`src/logic/uart_chan_pkg.sv`:
```
// Package for one serial channel with FIFOs and DMA ready pins.
// Assumes an 8-bit host bus addressed by a 3-bit register select.
package uart_chan_pkg;
   // Register selects on the 3-bit address
   localparam logic [2:0] ADDR_HOLDING   = 3'h0;
   localparam logic [2:0] ADDR_MASK      = 3'h1;
   localparam logic [2:0] ADDR_QUEUE     = 3'h2;
   localparam logic [2:0] ADDR_LINE_CTL  = 3'h3;
   localparam logic [2:0] ADDR_LINE_STAT = 3'h5;
   // Mask register fields
   localparam int MASK_RX_BIT  = 0;
   localparam int MASK_TX_BIT  = 1;
   localparam int MASK_LS_BIT  = 2;
   localparam int MASK_MS_BIT  = 3;
   localparam int MASK_PWR_BIT = 5;
   localparam logic [7:0] MASK_USED = 8'h0f;
   // Queue control fields
   localparam int QC_EN_BIT    = 0;
   localparam int QC_RXRST_BIT = 1;
   localparam int QC_TXRST_BIT = 2;
   localparam int QC_DMA_BIT   = 3;
   localparam int QC_TRIG_LO   = 6;
   // Trigger levels for codes 00..11
   localparam logic [4:0] TRIG_0 = 5'h01;
   localparam logic [4:0] TRIG_1 = 5'h04;
   localparam logic [4:0] TRIG_2 = 5'h08;
   localparam logic [4:0] TRIG_3 = 5'h0e;
   // Interrupt source codes, bits 3:0
   localparam logic [3:0] SRC_NONE = 4'h1;
   localparam logic [3:0] SRC_LS   = 4'h6;
   localparam logic [3:0] SRC_RX   = 4'h4;
   localparam logic [3:0] SRC_TO   = 4'hc;
   localparam logic [3:0] SRC_TX   = 4'h2;
   localparam logic [3:0] SRC_MS   = 4'h0;
   localparam logic [1:0] SRC_FIFO_ON = 2'h3;
   // Line status reset value
   localparam logic [7:0] LSR_RESET = 8'h60;
   // Baud oversampling
   localparam logic [3:0] OVS_LAST  = 4'hf;
   localparam logic [3:0] OVS_HALF  = 4'h7;
   localparam int         DATA_BITS = 8;
   localparam logic [3:0] BITS_LAST = 4'h7;
   // Timeout length: four characters of ten bits, in 16x ticks
   localparam int         TIMEOUT_TICKS = 4 * 10 * 16;
   // Default baud divisor of the 16x tick
   localparam int         DIV_DEFAULT = 1;
endpackage : uart_chan_pkg

```
`src/logic/byte_fifo.sv`:
```
// Synchronous FIFO used for both transmit and receive queues.
// Assumes a single clock; flush empties it, shifter state is elsewhere.
`timescale 1ns/1ps
module byte_fifo #(
   parameter int WIDTH = 8,
   parameter int DEPTH = 16,
   parameter int AW    = 4
) (
   // Clock and reset
   input  wire logic             clk,
   input  wire logic             rst_n,
   // Control
   input  wire logic             flush,
   input  wire logic             push,
   input  wire logic [WIDTH-1:0] push_data,
   input  wire logic             pop,
   // Status
   output logic      [WIDTH-1:0] head_data,
   output logic      [AW:0]      fill
);
   logic [WIDTH-1:0] mem [DEPTH];    // Storage
   logic [AW-1:0]    wr_reg;         // Write pointer
   logic [AW-1:0]    rd_reg;         // Read pointer
   logic [AW:0]      cnt_reg;        // Entries held
   wire              do_push = push && (cnt_reg != (AW+1)'(DEPTH));
   wire              do_pop  = pop && (cnt_reg != '0);

   assign head_data = mem[rd_reg];
   assign fill      = cnt_reg;

   // Pointers and count; flush wins over traffic
   always_ff @(posedge clk) begin
      if (!rst_n || flush) begin
         wr_reg  <= '0;
         rd_reg  <= '0;
         cnt_reg <= '0;
      end else begin
         if (do_push) wr_reg <= wr_reg + 1'b1;
         if (do_pop)  rd_reg <= rd_reg + 1'b1;
         cnt_reg <= cnt_reg + (AW+1)'(do_push) - (AW+1)'(do_pop);
      end
   end

   // Data array, no reset needed
   always_ff @(posedge clk) begin
      if (do_push) mem[wr_reg] <= push_data;
   end
endmodule : byte_fifo

```
`src/logic/rx_start_check.sv`:
```
// Start-bit qualifier and character assembler on the 16x tick.
// Assumes rx_line is already synchronised to clk.
`timescale 1ns/1ps
module rx_start_check
   import uart_chan_pkg::*;
(
   // Clock and reset
   input  wire logic       clk,
   input  wire logic       rst_n,
   // Line side
   input  wire logic       tick16,
   input  wire logic       rx_line,
   // Character out
   output logic            char_valid,
   output logic [7:0]      char_data,
   output logic            char_frame_err,
   output logic            char_break
);
   typedef enum logic [1:0] {
      RX_IDLE  = 2'b00,
      RX_START = 2'b01,
      RX_DATA  = 2'b10,
      RX_STOP  = 2'b11
   } rx_state_t;

   rx_state_t  state_reg;       // Receiver state
   logic [3:0] ovs_reg;         // 16x phase count
   logic [3:0] bit_reg;         // Data bit index
   logic [7:0] shift_reg;       // receive_shifter contents
   logic       prev_reg;        // Line one tick ago, for edge find
   wire        fall = prev_reg && !rx_line;

   // Assembler; after start check, sample each 16 ticks mid-bit
   always_ff @(posedge clk) begin
      char_valid <= 1'b0;
      if (!rst_n) begin
         state_reg      <= RX_IDLE;
         ovs_reg        <= '0;
         bit_reg        <= '0;
         shift_reg      <= '0;
         prev_reg       <= 1'b1;
         char_data      <= '0;
         char_frame_err <= 1'b0;
         char_break     <= 1'b0;
      end else if (tick16) begin
         prev_reg <= rx_line;
         ovs_reg  <= ovs_reg + 1'b1;
         unique case (state_reg)
            RX_IDLE: if (fall) begin
               ovs_reg   <= '0;       // Count starts on falling edge RQ2
               state_reg <= RX_START;
            end
            RX_START: if (ovs_reg == OVS_HALF) begin
               ovs_reg   <= '0;
               // Still low mid-bit: valid, else false start RQ2
               state_reg <= rx_line ? RX_IDLE : RX_DATA;
               bit_reg   <= '0;
            end
            RX_DATA: if (ovs_reg == OVS_LAST) begin
               shift_reg <= {rx_line, shift_reg[7:1]};
               bit_reg   <= bit_reg + 1'b1;
               if (bit_reg == BITS_LAST) state_reg <= RX_STOP;
            end
            RX_STOP: if (ovs_reg == OVS_LAST) begin
               state_reg      <= RX_IDLE;
               char_valid     <= 1'b1;
               char_data      <= shift_reg;
               char_frame_err <= !rx_line;
               char_break     <= !rx_line && (shift_reg == '0);
            end
         endcase
      end
   end
endmodule : rx_start_check

```
`src/logic/uart_channel.sv`:
```
// One serial channel: host registers, FIFOs, interrupts, DMA pins.
// Assumes a host strobing rd/wr for one clock per access.
// Function
// RQ1: Holding write stores data; empty flag tracks
// RQ2: Start edge, 7.5 ticks, still low validates
// RQ3: Receive interrupt at trigger, drops below it
// RQ4: Source status shows trigger, clears below
// RQ5: Data ready set on push, clear empty
// RQ6: FIFOs on, mask zero: polled status
// RQ7: Line status bits report errors, empties
// RQ8: Mask bit 0 gates receive interrupt
// RQ9: Mask bit 1 gates transmit empty
// RQ10: Mask bit 2 gates line status
// RQ11: Mask bit 3 gates modem status
// RQ12: Power down bit held zero here
// RQ13: Unused mask and queue bits read zero
// RQ14: Queue writes need bit 0 set
// RQ15: Bit 1 flushes receive queue, self-clears
// RQ16: Bit 2 flushes transmit queue, self-clears
// RQ17: Bit 3 selects DMA mode
// RQ18: Mode 0 tx ready low when empty
// RQ19: Mode 0 rx ready low holding data
// RQ20: Mode 1 tx ready high only full
// RQ21: Mode 1 rx ready: trigger/timeout to empty
// RQ22: Trigger codes give 1,4,8,14
// RQ23: Source read reports and clears highest
// RQ24: Overrun sets flag, char discarded
// RQ25: Sixteen-deep FIFOs with error flags
// RQ26: Timeout after four idle characters
`timescale 1ns/1ps
module uart_channel
   import uart_chan_pkg::*;
#(
   parameter int DEPTH   = 16,
   parameter int DIVISOR = DIV_DEFAULT
) (
   // Clock and reset
   input  wire logic       clk,
   input  wire logic       rst_n,
   // Host register bus
   input  wire logic [2:0] addr,
   input  wire logic       rd,
   input  wire logic       wr,
   input  wire logic [7:0] host_data_bus,
   output logic      [7:0] rd_data,
   // Serial line
   input  wire logic       rx_line,
   output logic            tx_line,
   // Modem status event from outside, same clock
   input  wire logic       modem_event,
   // Pins
   output logic            irq,
   output logic            tx_ready_n,
   output logic            rx_ready_n
);
   localparam int AW = $clog2(DEPTH);

   // Register state
   logic [7:0]  mask_reg;         // interrupt_mask
   logic        fifo_en_reg;      // Queue enable
   logic        dma_mode_reg;     // DMA mode select
   logic [1:0]  trig_code_reg;    // Trigger code
   logic        overrun_reg;      // Sticky overrun
   logic        ls_pend_reg;      // Line status event pending
   logic        tx_pend_reg;      // Transmit empty event pending
   logic        ms_pend_reg;      // Modem event pending
   logic        rx_dma_reg;       // Mode 1 rx ready latch
   logic [7:0]  line_ctl_reg;     // Spare line control storage
   logic [10:0] to_cnt_reg;       // Timeout tick count
   logic        timeout_reg;      // Timeout seen
   logic [15:0] div_reg;          // 16x tick divider
   logic        tick16;           // 16x tick
   logic        rx_s1_reg;        // Line sync stage 1
   logic        rx_s2_reg;        // Line sync stage 2
   logic        modem_prev_reg;   // Edge detect of modem input

   // Transmit shifter state
   logic [9:0]  tx_shift_reg;     // transmit_shifter
   logic [3:0]  tx_bits_reg;      // Bits left
   logic [3:0]  tx_ovs_reg;       // 16x phase
   logic        tx_busy_reg;      // Shifter active

   // Receive side signals
   logic        rc_valid;
   logic [7:0]  rc_data;
   logic        rc_ferr;
   logic        rc_brk;
   logic [9:0]  rx_head;          // Data plus frame, break flags
   logic [AW:0] rx_fill;
   logic [7:0]  tx_head;
   logic [AW:0] tx_fill;

   // Decode of host access
   wire sel_hold  = addr == ADDR_HOLDING;
   wire sel_mask  = addr == ADDR_MASK;
   wire sel_queue = addr == ADDR_QUEUE;
   wire sel_lctl  = addr == ADDR_LINE_CTL;
   wire sel_lstat = addr == ADDR_LINE_STAT;
   wire wr_hold   = wr && sel_hold;
   wire rd_hold   = rd && sel_hold;
   wire rd_src    = rd && sel_queue;
   wire rd_lstat  = rd && sel_lstat;

   // Queue write only counts with bit 0 set RQ14
   wire wr_queue  = wr && sel_queue && host_data_bus[QC_EN_BIT];
   wire fifo_off_wr = wr && sel_queue && !host_data_bus[QC_EN_BIT];

   // Flush pulses; bits are never stored, so they self-clear RQ15 RQ16
   wire rx_flush  = wr_queue && host_data_bus[QC_RXRST_BIT];
   wire tx_flush  = wr_queue && host_data_bus[QC_TXRST_BIT];

   // Depth: 16 without FIFOs collapses to one holding place
   wire [AW:0] cap = fifo_en_reg ? (AW+1)'(DEPTH) : (AW+1)'(1);
   wire rx_full   = rx_fill >= cap;
   wire tx_full   = tx_fill >= cap;
   wire rx_empty  = rx_fill == '0;
   wire tx_empty  = tx_fill == '0;

   // Overrun: full queue drops the character RQ24
   wire rx_push   = rc_valid && !rx_full;
   wire rx_ovf    = rc_valid && rx_full;
   wire tx_push   = wr_hold && !tx_full;                      // RQ1
   wire tx_load   = !tx_busy_reg && !tx_empty;
   // Arming the empty event RQ9
   wire tx_arm    = wr && sel_mask && host_data_bus[MASK_TX_BIT] && tx_empty;

   // Trigger level decode RQ22
   wire [4:0] trig_lvl = (trig_code_reg == 2'b00) ? TRIG_0 :
                         (trig_code_reg == 2'b01) ? TRIG_1 :
                         (trig_code_reg == 2'b10) ? TRIG_2 : TRIG_3;

   wire rx_at_trig = fifo_en_reg ? ({1'b0, rx_fill} >= trig_lvl)
                                 : !rx_empty;

   // Receive data interrupt follows fill level RQ3 RQ8
   wire int_rx = mask_reg[MASK_RX_BIT] && (rx_at_trig || timeout_reg);
   wire int_ls = mask_reg[MASK_LS_BIT] && ls_pend_reg;        // RQ10
   wire int_tx = mask_reg[MASK_TX_BIT] && tx_pend_reg;        // RQ9
   wire int_ms = mask_reg[MASK_MS_BIT] && ms_pend_reg;        // RQ11

   // Priority encoder for source status RQ23 RQ4
   wire [3:0] src_code = int_ls ? SRC_LS :
                         int_rx ? (rx_at_trig ? SRC_RX : SRC_TO) :
                         int_tx ? SRC_TX :
                         int_ms ? SRC_MS : SRC_NONE;

   wire [7:0] src_byte = {fifo_en_reg ? SRC_FIFO_ON : 2'b00, 2'b00,
                          src_code};

   // Error flags of the head character, either one sets bit 7 with FIFOs on
   logic err_any;
   assign err_any = fifo_en_reg && !rx_empty && (rx_head[8] || rx_head[9]);

   // Line status assembly; polled mode reads these RQ6 RQ7 RQ5
   wire [7:0] lstat = {err_any,
                       tx_empty && !tx_busy_reg,
                       tx_empty,
                       !rx_empty && rx_head[9],
                       !rx_empty && rx_head[8],
                       1'b0,
                       overrun_reg,
                       !rx_empty};

   // Read mux; unused mask bits stay 0 RQ13 RQ12
   wire [7:0] rd_mux = sel_hold  ? rx_head[7:0] :
                       sel_mask  ? mask_reg :
                       sel_queue ? src_byte :
                       sel_lctl  ? line_ctl_reg :
                       sel_lstat ? lstat : 8'h00;

   // Receive queue carries frame and break flags RQ25
   byte_fifo #(.WIDTH(10), .DEPTH(DEPTH), .AW(AW)) u_rx_fifo (
      .clk       (clk),
      .rst_n     (rst_n),
      .flush     (rx_flush || fifo_off_wr),                   // RQ15
      .push      (rx_push),                                   // RQ5
      .push_data ({rc_brk, rc_ferr, rc_data}),
      .pop       (rd_hold),
      .head_data (rx_head),
      .fill      (rx_fill)
   );

   // Transmit queue
   byte_fifo #(.WIDTH(8), .DEPTH(DEPTH), .AW(AW)) u_tx_fifo (
      .clk       (clk),
      .rst_n     (rst_n),
      .flush     (tx_flush || fifo_off_wr),                   // RQ16
      .push      (tx_push),
      .push_data (host_data_bus),
      .pop       (tx_load),
      .head_data (tx_head),
      .fill      (tx_fill)
   );

   // Start-bit check and assembly
   rx_start_check u_rx (
      .clk            (clk),
      .rst_n          (rst_n),
      .tick16         (tick16),
      .rx_line        (rx_s2_reg),                            // RQ2
      .char_valid     (rc_valid),
      .char_data      (rc_data),
      .char_frame_err (rc_ferr),
      .char_break     (rc_brk)
   );

   // Two-stage synchroniser on the line pin
   always_ff @(posedge clk) begin
      if (!rst_n) begin
         rx_s1_reg <= 1'b1;
         rx_s2_reg <= 1'b1;
      end else begin
         rx_s1_reg <= rx_line;
         rx_s2_reg <= rx_s1_reg;
      end
   end

   // 16x tick divider; fixed rate since the divisor latch is elsewhere
   always_ff @(posedge clk) begin
      if (!rst_n || div_reg == 16'(DIVISOR - 1)) begin
         div_reg <= '0;
      end else begin
         div_reg <= div_reg + 1'b1;
      end
   end

   assign tick16 = (div_reg == 16'(DIVISOR - 1));

   // Host writes to control registers
   always_ff @(posedge clk) begin
      if (!rst_n) begin
         mask_reg      <= '0;
         fifo_en_reg   <= 1'b0;
         dma_mode_reg  <= 1'b0;
         trig_code_reg <= '0;
         line_ctl_reg  <= '0;
      end else begin
         if (wr && sel_mask)
            mask_reg <= host_data_bus & MASK_USED;           // RQ12 RQ13
         if (wr && sel_lctl) line_ctl_reg <= host_data_bus;
         if (fifo_off_wr) fifo_en_reg <= 1'b0;
         if (wr_queue) begin                                  // RQ14
            fifo_en_reg   <= 1'b1;
            dma_mode_reg  <= host_data_bus[QC_DMA_BIT];       // RQ17
            trig_code_reg <= host_data_bus[QC_TRIG_LO +: 2];  // RQ22
         end
      end
   end

   // Sticky event flags; a new event wins over the read that clears
   always_ff @(posedge clk) begin
      if (!rst_n) begin
         overrun_reg    <= 1'b0;
         ls_pend_reg    <= 1'b0;
         tx_pend_reg    <= 1'b0;
         ms_pend_reg    <= 1'b0;
         modem_prev_reg <= 1'b0;
      end else begin
         modem_prev_reg <= modem_event;

         if (rx_ovf) overrun_reg <= 1'b1;                     // RQ24
         else if (rd_lstat) overrun_reg <= 1'b0;

         // Line status event on each arrival RQ10
         if (rc_valid) ls_pend_reg <= 1'b1;
         else if (rd_lstat || (rd_src && src_code == SRC_LS))
            ls_pend_reg <= 1'b0;

         // Holding empty raises, write or source read clears RQ9 RQ1
         if ((tx_load && tx_fill == (AW+1)'(1)) || tx_arm)
            tx_pend_reg <= 1'b1;
         else if (wr_hold || (rd_src && src_code == SRC_TX))
            tx_pend_reg <= 1'b0;

         if (modem_event && !modem_prev_reg) ms_pend_reg <= 1'b1;
         else if (rd_src && src_code == SRC_MS) ms_pend_reg <= 1'b0;
      end
   end

   // Receive timeout: idle ticks while data waits RQ26
   always_ff @(posedge clk) begin
      if (!rst_n || rx_empty || rc_valid || rd_hold) begin
         to_cnt_reg  <= '0;
         timeout_reg <= 1'b0;
      end else if (tick16 && !timeout_reg) begin
         to_cnt_reg <= to_cnt_reg + 1'b1;
         if (to_cnt_reg == 11'(TIMEOUT_TICKS - 1)) timeout_reg <= 1'b1;
      end
   end

   // Transmit shifter: start, 8 data, stop at 16 ticks per bit
   always_ff @(posedge clk) begin
      if (!rst_n) begin
         tx_shift_reg <= '1;
         tx_bits_reg  <= '0;
         tx_ovs_reg   <= '0;
         tx_busy_reg  <= 1'b0;
      end else if (tx_load) begin
         tx_shift_reg <= {1'b1, tx_head, 1'b0};
         tx_bits_reg  <= 4'(DATA_BITS + 1);
         tx_ovs_reg   <= '0;
         tx_busy_reg  <= 1'b1;
      end else if (tx_busy_reg && tick16) begin
         tx_ovs_reg <= tx_ovs_reg + 1'b1;
         if (tx_ovs_reg == OVS_LAST) begin
            tx_shift_reg <= {1'b1, tx_shift_reg[9:1]};
            tx_bits_reg  <= tx_bits_reg - 1'b1;
            if (tx_bits_reg == '0) tx_busy_reg <= 1'b0;
         end
      end
   end

   // Mode 1 receive ready latch: set at trigger/timeout, drop on empty
   always_ff @(posedge clk) begin
      if (!rst_n || rx_empty) begin
         rx_dma_reg <= 1'b0;
      end else if (rx_at_trig || timeout_reg) begin
         rx_dma_reg <= 1'b1;                                  // RQ21
      end
   end

   // Registered outputs
   wire mode1 = fifo_en_reg && dma_mode_reg;
   always_ff @(posedge clk) begin
      if (!rst_n) begin
         rd_data    <= '0;
         tx_line    <= 1'b1;
         irq        <= 1'b0;
         tx_ready_n <= 1'b0;
         rx_ready_n <= 1'b1;
      end else begin
         rd_data <= rd_mux;
         tx_line <= tx_busy_reg ? tx_shift_reg[0] : 1'b1;
         irq     <= int_ls || int_rx || int_tx || int_ms;    // RQ3 RQ4

         // Mode 1 vs mode 0 ready pins RQ18 RQ19 RQ20 RQ21
         tx_ready_n <= mode1 ? tx_full : !tx_empty;
         rx_ready_n <= mode1 ? !rx_dma_reg : rx_empty;
      end
   end
endmodule : uart_channel

```
`config.mk`:
```
export PLATFORM = sky130hd
export DESIGN_NAME = uart_channel
export DESIGN_NICKNAME = d
export VERILOG_FILES = /design/src/logic/uart_chan_pkg.sv /design/src/logic/byte_fifo.sv /design/src/logic/rx_start_check.sv /design/src/logic/uart_channel.sv
export SDC_FILE = /design/constraint.sdc
export NUM_CORES = 1
export LEC_CHECK = 0
export ABC_CLOCK_PERIOD_IN_PS = 3600
export BUFFER_PORTS_ARGS = -buffer_cell sky130_fd_sc_hd__buf_2
export CORE_UTILIZATION = 30
export DETAILED_ROUTE_END_ITERATION = 10
export HOLD_SLACK_MARGIN = 0.12
export MAX_ROUTING_LAYER = met4
export PLACE_DENSITY = 0.49
export REMOVE_ABC_BUFFERS = 1
export SLEW_MARGIN = 10
export SYNTH_ARGS = -nofsm -noshare
export SYNTH_HDL_FRONTEND = slang
export SYNTH_SLANG_ARGS = --single-unit
export TNS_END_PERCENT = 10
```
`constraint.sdc`:
```
create_clock -name clk -period 3.6 [get_ports clk]
set_input_delay 1.08 -clock clk [delete_from_list [all_inputs] [get_ports clk]]
set_output_delay 1.08 -clock clk [all_outputs]
set_load 0.05 [all_outputs]
```
==> results.py <==
metrics = {
    "status": {
        "status": "complete, no violations",
    },
    "synthesis": {
        "synthArstFlopShare": 0,
        "ys.warnings.count": 0,
        "synth_area_leader_cell": "edfxtp_1",
        "synth-edff-count": 288,
        "synth_area_leaders": "edfxtp_1 (48%), dfxtp_1 (16%), mux4_2 (9.1%)",
        "yosysSeqAreaShare": 0.648,
        "synth_top_cell_area_share": 0.484,
        "synth_flop_cell": "edfxtp_1",
        "syn_avg_cell_area_um2": 14.2,
        "synth-seq-cells": 434,
        "yosysUniqueCellTypes": 68,
        "netlist_top_cells_count": "edfxtp_1 (288), dfxtp_1 (146), nor2_1 (133)",
        "syn_area_um2": 17900,
        "syn_inst": 1262,
        "synth_most_common_cell": "edfxtp_1",
    },
    "sta": {
        "rsz0062_at_grt": "no",
        "final.min_clock_period_ns": 3.07,
        "fmax_ghz": 0.326,
        "worst_pin_slew_ns": 0.909,
        "setup_tns_ns": 0,
        "hold_viol_final": 0,
        "fin_ws_ns": 0.530,
        "final-setup-viol-count": 0,
        "period_share": 0.853,
        "worst_hold_slack_ns": 0.416,
        "drv_slew": 0,
        "final.setup_skew_ns": 0.0234,
        "relSlewSlack": 0.394,
    },
    "clock_network": {
        "cts.repair.resized": 0,
        "clockRootBuffer": "clkbuf_16",
        "cts_made_buffers": 46,
        "cts_sinks": 434,
        "post_cts_buffers": 0,
        "clk_latency_ns": 0.58,
        "postCtsHoldBufs": 0,
        "cts_tree": "built",
        "path_clk_slew_ns": 0.06,
        "htreeDepth": 2,
        "clockBufferDepth": 3,
    },
    "pwr": {
        "p_sw_mw": 3.05,
        "p_leak_nw": 7.07,
        "pwr-share-comb": 0.126,
        "p_int_mw": 9.18,
        "seqPwrFrac": 0.460,
        "power.total_mw": 12.2,
        "powerDensity_nw_per_um2": 589,
        "peakVddDrop_uv": 307,
        "p_clk_frac": 0.414,
        "switching_share": 0.249,
    },
    "die": {
        "die-area_um2": 60500,
        "num_rows": 89,
        "ioPinCount": 29,
        "initial_core_util": 0.303,
        "core_um2": 58900,
        "fp.dieW_um": 246,
        "fp.dieH_um": 246,
    },
    "layout": {
        "area_growth_pct": 16.2,
        "multiInputGateArea_um2": 5890,
        "drive_gt1_frac": 0.190,
        "fin_nets": 1402,
        "n_fill_cell": 5610,
        "regArea_um2": 11600,
        "largest_reg_flops": 160,
    },
    "drt": {
        "vias": 10200,
        "routedWlPerCell_um": 19.0,
        "drtIter0Drc": 608,
        "drc_errors": 0,
        "routed_via_density": 4.76,
        "drt_pass1_iterations": 4,
        "ant_nets": 0,
        "drt_wl_total_mm": 40.9,
    },
    "hold_path": {
        "hold_depth": 1,
        "min_from": "rx_s1_reg",
        "worst_hold_path_type": "reg -> reg",
        "min_to": "rx_s2_reg",
    },
    "global_routing": {
        "grt_pass1_vias": 10300,
        "track_usage": 0.142,
        "grt_pass1_wl_mm": 62.8,
        "grt_start_max_net_pins": 35,
        "antenna_found_initial": 6,
        "overflow": 0,
    },
    "placement": {
        "hpwlAfterDp_mm": 27.1,
        "place_ws_ns": 0.287,
        "numPortBuffers": 28,
        "place.gp.congestion": 0.835,
    },
    "critical_path": {
        "critical_path_class": "reg -> reg",
        "crit_required_ns": 4.10,
        "startpoint_type": "flop",
        "r2r-end": "u_rx_fifo.fill[4]",
        "rrSetupSlack_ns": 0.53,
        "rr_worst_depth": 12,
        "cp.arrival_ns": 3.57,
        "r2r-start": "u_rx_fifo.fill[2]",
        "cp-end-kind": "flop",
        "cp_max_fo": 6,
    },
    "flow_run": {
        "max_cap_violations": 0,
    },
}
## metrics by stage
stage	utilization	std cells	area, um^2
4_1_cts	0.352	2149	20800
3_5_place_dp	0.325	2063	19100
3_3_place_gp	0.325	2063	19100
5_1_grt	0.352	2150	20800
2_1_floorplan	-	1210	17600
6_report	0.352	2150	20800
## layout by cell type (no fill, tap or decap), drive strengths merged, types with 5 or more instances in the layout
master	n
nor2b	10
nand4	13
nor3	16
and3	17
nand3	25
mux2	14
clkbuf	54
and2	13
clkinv	17
nor4	8
ha	45
or3	8
edfxtp	288
buf	80
nor2	133
nand3b	5
dfxtp	146
a21oi	51
xnor2	14
mux4	72
o21ai	37
mux2i	46
a211oi	8
a32oi	7
nand2b	11
nand2	93
xor2	33
inv	50
bufinv	9
## worst max path at each step
stage	startpoint	slack, ns	cells after the start	endpoint
after floorplan	addr[2]	0.41	10	u_rx_fifo.fill[4]
after global placement	addr[2]	0.30	11	u_rx_fifo.fill[4]
after detailed placement	addr[2]	0.29	11	u_rx_fifo.fill[4]
after CTS	u_tx_fifo.fill[2]	0.52	15	u_tx_fifo.fill[4]
after global routing	u_tx_fifo.fill[2]	0.18	15	u_tx_fifo.fill[4]
final	u_rx_fifo.fill[2]	0.53	12	u_rx_fifo.fill[4]
## layer usage
layer  part of all wire  vias to the layer above  track usage
li1                   -                     4858            -
met1               0.46                     5093        0.187
met2               0.47                      207        0.223
met3              0.042                       67       0.0222
met4              0.024                        0       0.0444
met5                  0                        -            -
## critical path: stages, from the launching register on
cell and delay [ns]:
dfxtp_1 0.33, inv_1 0.12, ha_1 0.21, or4b_4 0.51, and3_1 0.21, ha_1 0.28
inv_1 0.04, ha_1 0.19, fa_1 0.42, a21oi_1 0.15, nor2_1 0.06, or3_1 0.34
a21oi_1 0.13
## power groups by stage
stage | Clock (mW) | Combinational, mW | Sequential, mW
2_1_floorplan | 0 | 1.05 | 5.79
3_3_place_gp | 0 | 1.56 | 5.74
3_5_place_dp | 0 | 1.57 | 5.74
4_1_cts | 5.19 | 1.58 | 5.63
5_1_grt | 5.38 | 1.74 | 5.66
6_report | 5.06 | 1.54 | 5.63
## layout make-up
cell class / instances / share of cell area
diodes: 1 / 0.000121
well taps: 773 / 0.0466
clock buffers: 54 / 0.0579
repair buffers: 80 / 0.0256
multi-input cells: 728 / 0.284
flip-flops and latches: 434 / 0.558
inverters: 48 / 0.00868
clock inverters: 32 / 0.0199
## cells by family (layout without fill, tap and decap cells)
group                    after synthesis  in the layout  synth area share
AO/OA/AOI/OAI                        139            139            0.0506
XOR/XNOR                              47             47            0.0230
adder cells (fa/ha/maj)               47             47            0.0338
buffers and inverters                100            214            0.0230
flip-flops                           434            434             0.648
multiplexers                         132            132             0.125
other                                  0              1                 0
AND/OR/NAND/NOR                      363            363            0.0967
(Power assumes the default switching activity.)
